===== config.mk =====
export PLATFORM = sky130hd
export DESIGN_NAME = cihs_sequencer
export DESIGN_NICKNAME = d
export VERILOG_FILES = /design/src/verilog/cihs_pkg.sv /design/src/verilog/cihs_tmr_if.sv /design/src/verilog/cihs_mstimer.sv /design/src/verilog/cihs_sequencer.sv
export SDC_FILE = /design/constraint.sdc
export NUM_CORES = 1
export LEC_CHECK = 0
export ABC_AREA = 1
export BUFFER_PORTS_ARGS = -buffer_cell sky130_fd_sc_hd__buf_4
export CORE_MARGIN = 1.5
export CORE_UTILIZATION = 55
export DETAILED_ROUTE_END_ITERATION = 8
export PLACE_DENSITY = 0.81
export SYNTH_ARGS = -nofsm -noshare
export SYNTH_HDL_FRONTEND = slang
export SYNTH_SLANG_ARGS = --single-unit

===== constraint.sdc =====
create_clock -name core_clk -period 4.1 [get_ports core_clk]
set_input_delay 0.205 -clock core_clk [delete_from_list [all_inputs] [get_ports core_clk]]
set_output_delay 0.205 -clock core_clk [all_outputs]
set_load 0.05 [all_outputs]

===== src/verilog/cihs_pkg.sv =====
// Shared constants, register map and state type of the caller-ID host sequencer.
package cihs_pkg;

  // ----------------------------------------------------------------------------
  // Clock and timing
  // ----------------------------------------------------------------------------
  localparam int CLK_HZ         = 100_000_000;
  localparam int MS_PER_S       = 1000;
  localparam int MS_CYCLES      = CLK_HZ / MS_PER_S;
  localparam int DIV_W          = 17;
  localparam int MS_W           = 16;
  // Line load applied this long after the alert tone ends (window 15..25 ms).
  localparam logic [15:0] LOAD_ALERT_MS = 16'h0014;
  // Line load applied this long after the ring burst ends (window 250..400 ms).
  localparam logic [15:0] LOAD_BURST_MS = 16'h012c;
  // Line load removed this long after the carrier ends (window 50..150 ms).
  localparam logic [15:0] LOAD_OFF_MS   = 16'h0064;

  // ----------------------------------------------------------------------------
  // Register map, byte addresses
  // ----------------------------------------------------------------------------
  localparam logic [7:0] ADDR_CTRL     = 8'h00;
  localparam logic [7:0] ADDR_STATUS   = 8'h04;
  localparam logic [7:0] ADDR_IRQ_STAT = 8'h08;
  localparam logic [7:0] ADDR_IRQ_MASK = 8'h0c;
  localparam logic [7:0] ADDR_CD_TO    = 8'h10;
  localparam logic [7:0] ADDR_FSK_TO   = 8'h14;

  localparam int CTRL_MODE_LSB   = 0;
  localparam int CTRL_WAKE_LATE  = 2;
  localparam int CTRL_SEL_HIGH   = 3;
  localparam int CTRL_ENABLE     = 4;
  localparam int CTRL_OFFHOOK_GO = 8;
  localparam int CTRL_ACK_DONE   = 9;

  localparam logic [1:0] MODE_RING  = 2'h0;
  localparam logic [1:0] MODE_ALERT = 2'h1;
  localparam logic [1:0] MODE_BURST = 2'h2;

  localparam int EV_W       = 5;
  localparam int EV_RING    = 0;
  localparam int EV_CARRIER = 1;
  localparam int EV_DONE    = 2;
  localparam int EV_TIMEOUT = 3;
  localparam int EV_ALERT   = 4;

  localparam logic [15:0] CD_TO_RESET  = 16'h0bb8;
  localparam logic [15:0] FSK_TO_RESET = 16'h01f4;

  // ----------------------------------------------------------------------------
  // Sequencer states
  // ----------------------------------------------------------------------------
  typedef enum logic [3:0] {
    S_IDLE, S_RING_END, S_ALERT, S_LOAD_DLY, S_CD_WAIT, S_FSK_RX, S_POST_FSK,
    S_OH_ALERT, S_OH_FSK_WAIT, S_OH_FSK
  } cihs_state_t;

endpackage : cihs_pkg


===== src/verilog/cihs_tmr_if.sv =====
// Request and expiry signals between the sequencer and its millisecond timer.
interface cihs_tmr_if;
  logic        start;
  logic [15:0] ms;
  logic        expired;
  modport ctl (output start, output ms, input expired);
  modport tmr (input start, input ms, output expired);
endinterface : cihs_tmr_if


===== src/verilog/cihs_mstimer.sv =====
// Millisecond one-shot timer driven by a divided one-cycle tick.
module cihs_mstimer #(
  parameter logic [16:0] DIV = 17'h186a0
) (
  input wire logic core_clk,
  input wire logic nrst,
  cihs_tmr_if.tmr  t
);

  typedef struct packed {
    logic [16:0] div;
    logic [15:0] left;
    logic        run;
    logic        expired;
  } cihs_tmr_st_t;

  cihs_tmr_st_t s;
  cihs_tmr_st_t next_s;

  assign t.expired = s.expired;

  // ----------------------------------------------------------------------------
  // Counting
  // ----------------------------------------------------------------------------
  // A new start restarts the count and drops an old expiry due in the cycle the start arrives, so it never reaches the later wait.
  always_comb
  begin
    next_s         = s;
    next_s.expired = 1'b0;
    if (t.start)
    begin
      next_s.div     = '0;
      next_s.left    = t.ms;
      next_s.run     = (t.ms != '0);
      next_s.expired = (t.ms == '0);
    end
    else if (s.run)
    begin
      if (s.div == DIV - 17'h00001)
      begin
        next_s.div = '0;
        if (s.left <= 16'h0001)
        begin
          next_s.run     = 1'b0;
          next_s.expired = 1'b1;
        end
        else
        begin
          next_s.left = s.left - 16'h0001;
        end
      end
      else
      begin
        next_s.div = s.div + 17'h00001;
      end
    end
  end

  always_ff @(posedge core_clk)
  begin
    if (!nrst)
    begin
      s <= '0;
    end
    else
    begin
      s <= next_s;
    end
  end

endmodule : cihs_mstimer


===== src/verilog/cihs_sequencer.sv =====
// Caller-ID host sequencer: wakes the receiver, steers its detector select and line load.
// Behaviour
// - select low while an alert tone is expected.
// - select may stay high while on-hook.
// - off-hook: select high once acknowledge is sent.
// - off-hook: select low after carrier ends.
// - on-hook: sleep receiver after carrier ends.
// - no carrier after wake: time out, sleep.
// - off-hook failure: select low, unmute, keypad on.
// - idle-state: select low while FSK unexpected.
// - optionally wake only after ring indication ends.
// - idle-state: apply loads 20 ms after alert.
// - remove loads 50-150 ms after FSK; sleep.
// - ring-burst: apply loads 250-400 ms after burst.
// - skip waking at ring after completed data.
module cihs_sequencer #(
  parameter int MS_DIV = cihs_pkg::MS_CYCLES
) (
  input  wire logic        core_clk,
  input  wire logic        nrst,
  input  wire logic [7:0]  avs_address,
  input  wire logic        avs_read,
  input  wire logic        avs_write,
  input  wire logic [31:0] avs_writedata,
  output logic      [31:0] avs_readdata,
  output logic             avs_waitrequest,
  input  wire logic        ring_on_indication,
  input  wire logic        alert_detect,
  input  wire logic        carrier_detect_n,
  output logic             rx_wake,
  output logic             detector_select,
  output logic             line_load,
  output logic             handset_mute,
  output logic             keypad_enable,
  output logic             irq
);

  typedef struct packed {
    cihs_pkg::cihs_state_t st;
    logic [1:0]            mode;
    logic                  wake_late;
    logic                  sel_high;
    logic                  enable;
    logic [4:0]            irq_stat;
    logic [4:0]            irq_mask;
    logic [15:0]           cd_to;
    logic [15:0]           fsk_to;
    logic                  skip_ring;
    logic                  ring_q;
    logic                  alert_q;
    logic                  wake;
    logic                  sel;
    logic                  load;
    logic                  mute;
    logic                  keypad;
    logic                  irq;
    logic                  waitreq;
    logic [31:0]           rdata;
    logic                  tmr_start;
    logic [15:0]           tmr_ms;
  } cihs_seq_st_t;

  cihs_seq_st_t s;
  cihs_seq_st_t next_s;
  cihs_tmr_if   tmr ();
  logic         wr_acc;
  logic         rd_take;
  logic         ring_rise;
  logic         ring_fall;
  logic         alert_fall;
  logic         idle_sel;
  logic [4:0]   ev;

  cihs_mstimer #(
    .DIV (17'(MS_DIV))
  ) u_timer (
    .core_clk (core_clk),
    .nrst     (nrst),
    .t        (tmr)
  );

  assign tmr.start       = s.tmr_start;
  assign tmr.ms          = s.tmr_ms;
  assign avs_readdata    = s.rdata;
  assign avs_waitrequest = s.waitreq;
  assign rx_wake         = s.wake;
  assign detector_select = s.sel;
  assign line_load       = s.load;
  assign handset_mute    = s.mute;
  assign keypad_enable   = s.keypad;
  assign irq             = s.irq;

  // ----------------------------------------------------------------------------
  // Bus handshake and edge detection
  // ----------------------------------------------------------------------------
  // One wait state per access: the reply is prepared while waitrequest is high.
  assign wr_acc     = avs_write && !s.waitreq;
  assign rd_take    = avs_read && s.waitreq;
  assign ring_rise  = ring_on_indication && !s.ring_q;
  assign ring_fall  = !ring_on_indication && s.ring_q;
  assign alert_fall = !alert_detect && s.alert_q;
  // Idle-state mode keeps the demodulator off until after the alert tone.
  assign idle_sel   = s.sel_high && (s.mode != cihs_pkg::MODE_ALERT);

  // ----------------------------------------------------------------------------
  // Sequencer and registers
  // ----------------------------------------------------------------------------
  always_comb
  begin
    next_s           = s;
    next_s.tmr_start = 1'b0;
    next_s.ring_q    = ring_on_indication;
    next_s.alert_q   = alert_detect;
    next_s.waitreq   = !((avs_read || avs_write) && s.waitreq);
    ev               = '0;
    case (s.st)
      cihs_pkg::S_IDLE:
      begin
        next_s.sel = idle_sel;
        if (wr_acc && avs_address == cihs_pkg::ADDR_CTRL && avs_writedata[cihs_pkg::CTRL_OFFHOOK_GO])
        begin
          next_s.wake   = 1'b1;
          next_s.sel    = 1'b0;
          next_s.mute   = 1'b1;
          next_s.keypad = 1'b0;
          next_s.st     = cihs_pkg::S_OH_ALERT;
        end
        else if (s.enable && ring_rise)
        begin
          ev[cihs_pkg::EV_RING] = 1'b1;
          if (s.skip_ring)
          begin
            next_s.skip_ring = 1'b0;
          end
          else if (s.mode == cihs_pkg::MODE_ALERT)
          begin
            next_s.wake      = 1'b1;
            next_s.sel       = 1'b0;
            next_s.tmr_start = 1'b1;
            next_s.tmr_ms    = s.cd_to;
            next_s.st        = cihs_pkg::S_ALERT;
          end
          else if (s.mode == cihs_pkg::MODE_BURST || s.wake_late)
          begin
            next_s.st = cihs_pkg::S_RING_END;
          end
          else
          begin
            next_s.wake      = 1'b1;
            next_s.sel       = 1'b1;
            next_s.tmr_start = 1'b1;
            next_s.tmr_ms    = s.cd_to;
            next_s.st        = cihs_pkg::S_CD_WAIT;
          end
        end
      end
      cihs_pkg::S_RING_END:
      begin
        if (ring_fall)
        begin
          next_s.wake      = 1'b1;
          next_s.sel       = 1'b1;
          next_s.tmr_start = 1'b1;
          if (s.mode == cihs_pkg::MODE_BURST)
          begin
            next_s.tmr_ms = cihs_pkg::LOAD_BURST_MS;
            next_s.st     = cihs_pkg::S_LOAD_DLY;
          end
          else
          begin
            next_s.tmr_ms = s.cd_to;
            next_s.st     = cihs_pkg::S_CD_WAIT;
          end
        end
      end
      cihs_pkg::S_ALERT:
      begin
        if (alert_fall)
        begin
          ev[cihs_pkg::EV_ALERT] = 1'b1;
          next_s.tmr_start       = 1'b1;
          next_s.tmr_ms          = cihs_pkg::LOAD_ALERT_MS;
          next_s.st              = cihs_pkg::S_LOAD_DLY;
        end
        else if (tmr.expired)
        begin
          ev[cihs_pkg::EV_TIMEOUT] = 1'b1;
          next_s.wake              = 1'b0;
          next_s.st                = cihs_pkg::S_IDLE;
        end
      end
      cihs_pkg::S_LOAD_DLY:
      begin
        if (tmr.expired)
        begin
          next_s.load      = 1'b1;
          next_s.sel       = 1'b1;
          next_s.tmr_start = 1'b1;
          next_s.tmr_ms    = s.cd_to;
          next_s.st        = cihs_pkg::S_CD_WAIT;
        end
      end
      cihs_pkg::S_CD_WAIT:
      begin
        if (!carrier_detect_n)
        begin
          ev[cihs_pkg::EV_CARRIER] = 1'b1;
          next_s.st                = cihs_pkg::S_FSK_RX;
        end
        else if (tmr.expired)
        begin
          ev[cihs_pkg::EV_TIMEOUT] = 1'b1;
          next_s.wake              = 1'b0;
          next_s.load              = 1'b0;
          next_s.st                = cihs_pkg::S_IDLE;
        end
      end
      cihs_pkg::S_FSK_RX:
      begin
        if (carrier_detect_n && s.load)
        begin
          next_s.tmr_start = 1'b1;
          next_s.tmr_ms    = cihs_pkg::LOAD_OFF_MS;
          next_s.st        = cihs_pkg::S_POST_FSK;
        end
        else if (carrier_detect_n)
        begin
          ev[cihs_pkg::EV_DONE] = 1'b1;
          next_s.wake           = 1'b0;
          next_s.skip_ring      = 1'b1;
          next_s.st             = cihs_pkg::S_IDLE;
        end
      end
      cihs_pkg::S_POST_FSK:
      begin
        if (tmr.expired)
        begin
          ev[cihs_pkg::EV_DONE] = 1'b1;
          next_s.load           = 1'b0;
          next_s.wake           = 1'b0;
          next_s.skip_ring      = 1'b1;
          next_s.st             = cihs_pkg::S_IDLE;
        end
      end
      cihs_pkg::S_OH_ALERT:
      begin
        ev[cihs_pkg::EV_ALERT] = alert_fall;
        if (wr_acc && avs_address == cihs_pkg::ADDR_CTRL && avs_writedata[cihs_pkg::CTRL_ACK_DONE])
        begin
          next_s.sel       = 1'b1;
          next_s.tmr_start = 1'b1;
          next_s.tmr_ms    = s.fsk_to;
          next_s.st        = cihs_pkg::S_OH_FSK_WAIT;
        end
      end
      cihs_pkg::S_OH_FSK_WAIT:
      begin
        if (!carrier_detect_n)
        begin
          ev[cihs_pkg::EV_CARRIER] = 1'b1;
          next_s.st                = cihs_pkg::S_OH_FSK;
        end
        else if (tmr.expired)
        begin
          ev[cihs_pkg::EV_TIMEOUT] = 1'b1;
          next_s.sel               = 1'b0;
          next_s.mute              = 1'b0;
          next_s.keypad            = 1'b1;
          next_s.wake              = 1'b0;
          next_s.st                = cihs_pkg::S_IDLE;
        end
      end
      cihs_pkg::S_OH_FSK:
      begin
        if (carrier_detect_n)
        begin
          ev[cihs_pkg::EV_DONE] = 1'b1;
          next_s.sel            = 1'b0;
          next_s.mute           = 1'b0;
          next_s.keypad         = 1'b1;
          next_s.wake           = 1'b0;
          next_s.st             = cihs_pkg::S_IDLE;
        end
      end
      default:
      begin
        next_s.st = cihs_pkg::S_IDLE;
      end
    endcase
    // A new event wins over a clear written in the same cycle.
    if (wr_acc && avs_address == cihs_pkg::ADDR_CTRL)
    begin
      next_s.mode      = avs_writedata[cihs_pkg::CTRL_MODE_LSB +: 2];
      next_s.wake_late = avs_writedata[cihs_pkg::CTRL_WAKE_LATE];
      next_s.sel_high  = avs_writedata[cihs_pkg::CTRL_SEL_HIGH];
      next_s.enable    = avs_writedata[cihs_pkg::CTRL_ENABLE];
    end
    else if (wr_acc && avs_address == cihs_pkg::ADDR_IRQ_STAT)
    begin
      next_s.irq_stat = s.irq_stat & ~avs_writedata[4:0];
    end
    else if (wr_acc && avs_address == cihs_pkg::ADDR_IRQ_MASK)
    begin
      next_s.irq_mask = avs_writedata[4:0];
    end
    else if (wr_acc && avs_address == cihs_pkg::ADDR_CD_TO)
    begin
      next_s.cd_to = avs_writedata[15:0];
    end
    else if (wr_acc && avs_address == cihs_pkg::ADDR_FSK_TO)
    begin
      next_s.fsk_to = avs_writedata[15:0];
    end
    next_s.irq_stat = next_s.irq_stat | ev;
    next_s.irq      = |(next_s.irq_stat & next_s.irq_mask);
    if (rd_take)
    begin
      if (avs_address == cihs_pkg::ADDR_CTRL)
      begin
        next_s.rdata = {27'h0000000, s.enable, s.sel_high, s.wake_late, s.mode};
      end
      else if (avs_address == cihs_pkg::ADDR_STATUS)
      begin
        next_s.rdata = {23'h000000, s.skip_ring, !carrier_detect_n, s.load, s.sel, s.wake, s.st};
      end
      else if (avs_address == cihs_pkg::ADDR_IRQ_STAT)
      begin
        next_s.rdata = {27'h0000000, s.irq_stat};
      end
      else if (avs_address == cihs_pkg::ADDR_IRQ_MASK)
      begin
        next_s.rdata = {27'h0000000, s.irq_mask};
      end
      else if (avs_address == cihs_pkg::ADDR_CD_TO)
      begin
        next_s.rdata = {16'h0000, s.cd_to};
      end
      else if (avs_address == cihs_pkg::ADDR_FSK_TO)
      begin
        next_s.rdata = {16'h0000, s.fsk_to};
      end
      else
      begin
        next_s.rdata = 32'h00000000;
      end
    end
  end

  always_ff @(posedge core_clk)
  begin
    if (!nrst)
    begin
      s         <= '0;
      s.st      <= cihs_pkg::S_IDLE;
      s.keypad  <= 1'b1;
      s.waitreq <= 1'b1;
      s.cd_to   <= cihs_pkg::CD_TO_RESET;
      s.fsk_to  <= cihs_pkg::FSK_TO_RESET;
    end
    else
    begin
      s <= next_s;
    end
  end
endmodule : cihs_sequencer


==> impl_metrics.ini <==
[outcome]
status = finished clean

[clock_network]
cts_root_buf = clkbuf_16
insertion_delay_ns = 0.42
holdBufCountCts = 3
clockBufferDepth = 2
cts-buffers-inserted = 17
cts_max_level = 4
clock_sinks = 129
clkTransAtPathRegs_ns = 0.06
cts_resized = 0
cts_tree = done
post_cts_buffers = 0

[logic_synthesis]
synth_edf_count = 0
synth_cells = 1105
syn_area_um2 = 7206
async_flop_share = 0
yosysSeqAreaShare = 0.3584
yosysWarnings = 0
ys_seq_elements = 129
syn_avg_cell_area_um2 = 6.521
yosys_most_used_dff = dfxtp_1
synth_cell_types = 43

[detailed_routing]
route.final.wire_length_mm = 18.93
vias = 7077
avgRoutedWirePerCell_um = 14.38
antenna_left = 0
drt_iter0_drc = 668
viasPerCell = 5.378
drc = 0
first_pass_iters = 6

[grt]
grt_use_total = 0.2766
grt_pass1_wl_mm = 30.88
grt_remaining_overflow = 0
grt_max_degree = 77
antenna_found_initial = 0
grt_pass1_vias = 6494

[critical_path]
cp_slowest_cell = inv_1
start_kind = flip-flop
worstSetupEndpointType = flip-flop
worstPathMaxFanout = 20
path_buf_inv = 2
crit_type = flip-flop to flip-flop
arrival_ns = 2.86
critPathTopFamily = simple AND/OR/NAND/NOR gates
max_stage_delay_ns = 0.50
cp.required_ns = 4.41
crit_chain = inv_1, ha_1, nand2_1, nor2_2, o21ai_1, nand2_1, inv_1, o21ai_0, nor2_1, nor2_1

[place]
placedInstanceArea_um2 = 7467
dpl.hpwl_mm = 13.19
gp_congestion = 0.9646
io_buffers = 53

[cells_and_area]
layout_commonest_cell = nand2_1
area_growth_pct = 12.26
fill_cells = 1204
diodes = 0
nNetsFinal = 1181
layout_common_cells = 251 x nand2_1, 184 x nor2_1, 129 x dfxtp_1, 126 x inv_1, 77 x a21oi_1
drive_above_1_share = 0.1066
fin_area_um2 = 8089

[sta]
grt_setup_unrepaired = false
finalCritPeriodShare = 0.6228
finalHoldViolations = 0
fin_worst_skew_ns = 0.01034
holdWs_ns = 0.02708
finalSetupViolCount = 0
slew_violations = 0
max_freq_mhz = 391.7
final.min_clock_period_ns = 2.553
fin_setup_tns_ns = 0
maxSlewHeadroom = 0.4858
worst_pin_slew_ns = 0.7705

[floorplan]
die_y_um = 117.5
rows = 41
die_w_um = 117.5
core_area_um2 = 12720
die_area_um2 = 13800
start_util = 0.5664
ioPinCount = 86

[flow_run]
maxCapViolCount = 0

[hold_path]
hp-class = input pin to flip-flop

[pwr]
vdd_drop_max_uv = 288.1
leakagePower_uw = 0.003770
powerDensity_nw_per_um2 = 359.9
==> sequential cells by signal, indices dropped and copies added, names as in the netlist <==
name	flops
s	54
u_timer.s	34
avs_readdata	16
tmr.ms	16
avs_waitrequest	1
detector_select	1
handset_mute	1
irq	1
keypad_enable	1
line_load	1
rx_wake	1
tmr.start	1
u_timer.t.expired	1
==> per-layer routing <==
| layer | track usage | vias up | part of all wire |
|---|---|---|---|
| met4 | 0.1357 | 0 | 0.041 |
| met3 | 0.06202 | 52 | 0.065 |
| li1 | - | 3549 | - |
| met2 | 0.4581 | 265 | 0.46 |
| met5 | 0 | - | 0 |
| met1 | 0.3407 | 3211 | 0.43 |
==> worst paths after layout <==
check | start | endpoint | slack (ns) | cells past startpoint
worst min register to register | keypad_enable | keypad_enable | 0.46 | 2
worst min-delay path | avs_writedata[6] | s[65] | 0.03 | 3
worst max-delay path | u_timer.s[2] | u_timer.s[14] | 1.55 | 10
worst max register to register | u_timer.s[2] | u_timer.s[14] | 1.55 | 10
==> per-stage QoR <==
| step | util | cells | setup WS [ns] | power [uW] |
|---|---|---|---|---|
| 2_1_floorplan | - | 1120 | 2.394 | 1405 |
| 3_3_place_gp | 0.5869 | 1280 | 1.622 | 1442 |
| 3_5_place_dp | 0.5869 | 1280 | 1.573 | 1442 |
| 4_1_cts | 0.6350 | 1315 | 1.565 | 2915 |
| 5_1_grt | 0.6358 | 1316 | 1.190 | 2978 |
| 6_report | 0.6358 | 1316 | 1.547 | 2911 |
==> kinds of logic (layout without fill, tap and decap cells) <==
logic type | Yosys count | after routing | synth area share
simple gates | 566 | 566 | 0.3424
buf+inv | 203 | 227 | 0.1295
compound gates | 183 | 183 | 0.1394
flops | 129 | 129 | 0.3584
xor+xnor | 19 | 19 | 0.02309
fa+ha+maj | 3 | 3 | 0.005210
other cells | 1 | 16 | 0.0005204
mux | 1 | 1 | 0.001389
==> worst reg2reg max path: cells and delay by family, from the launching register on <==
family	cells	cell delay, ns
AND/OR/NAND/NOR	5	0.72
buffers and inverters	2	0.59
flip-flops	1	0.44
AO/OA/AOI/OAI	2	0.43
adder cells (fa/ha/maj)	1	0.25
==> synthesized netlist by cell type (14+ instances only) <==
master | n | share of area
clkbuf_1 | 17 | 0.0089
inv_1 | 126 | 0.066
nand3_1 | 64 | 0.044
nand4_1 | 19 | 0.016
buf_4 | 34 | 0.035
o211ai_1 | 22 | 0.023
nand2_1 | 251 | 0.13
xor2_1 | 14 | 0.017
o21ai_0 | 64 | 0.044
nor2_1 | 184 | 0.096
dfxtp_1 | 129 | 0.36
a21oi_1 | 77 | 0.053
==> final cells by class <==
class | count | area, um^2 | area share
clock buffers | 19 | 442.9 | 0.05476
clock inverters | 13 | 138.9 | 0.01717
inverters | 136 | 510.5 | 0.06311
multi-input cells | 788 | 3746 | 0.4631
flip-flops and latches | 129 | 2582 | 0.3193
well taps | 172 | 215.2 | 0.02660
repair buffers | 59 | 452.9 | 0.05599
==> power by group <==
part	switching, uW	internal, uW
Sequential	3.39	1260
Combinational	116	41.1
Clock	583	908
(Power assumes the default switching activity.)
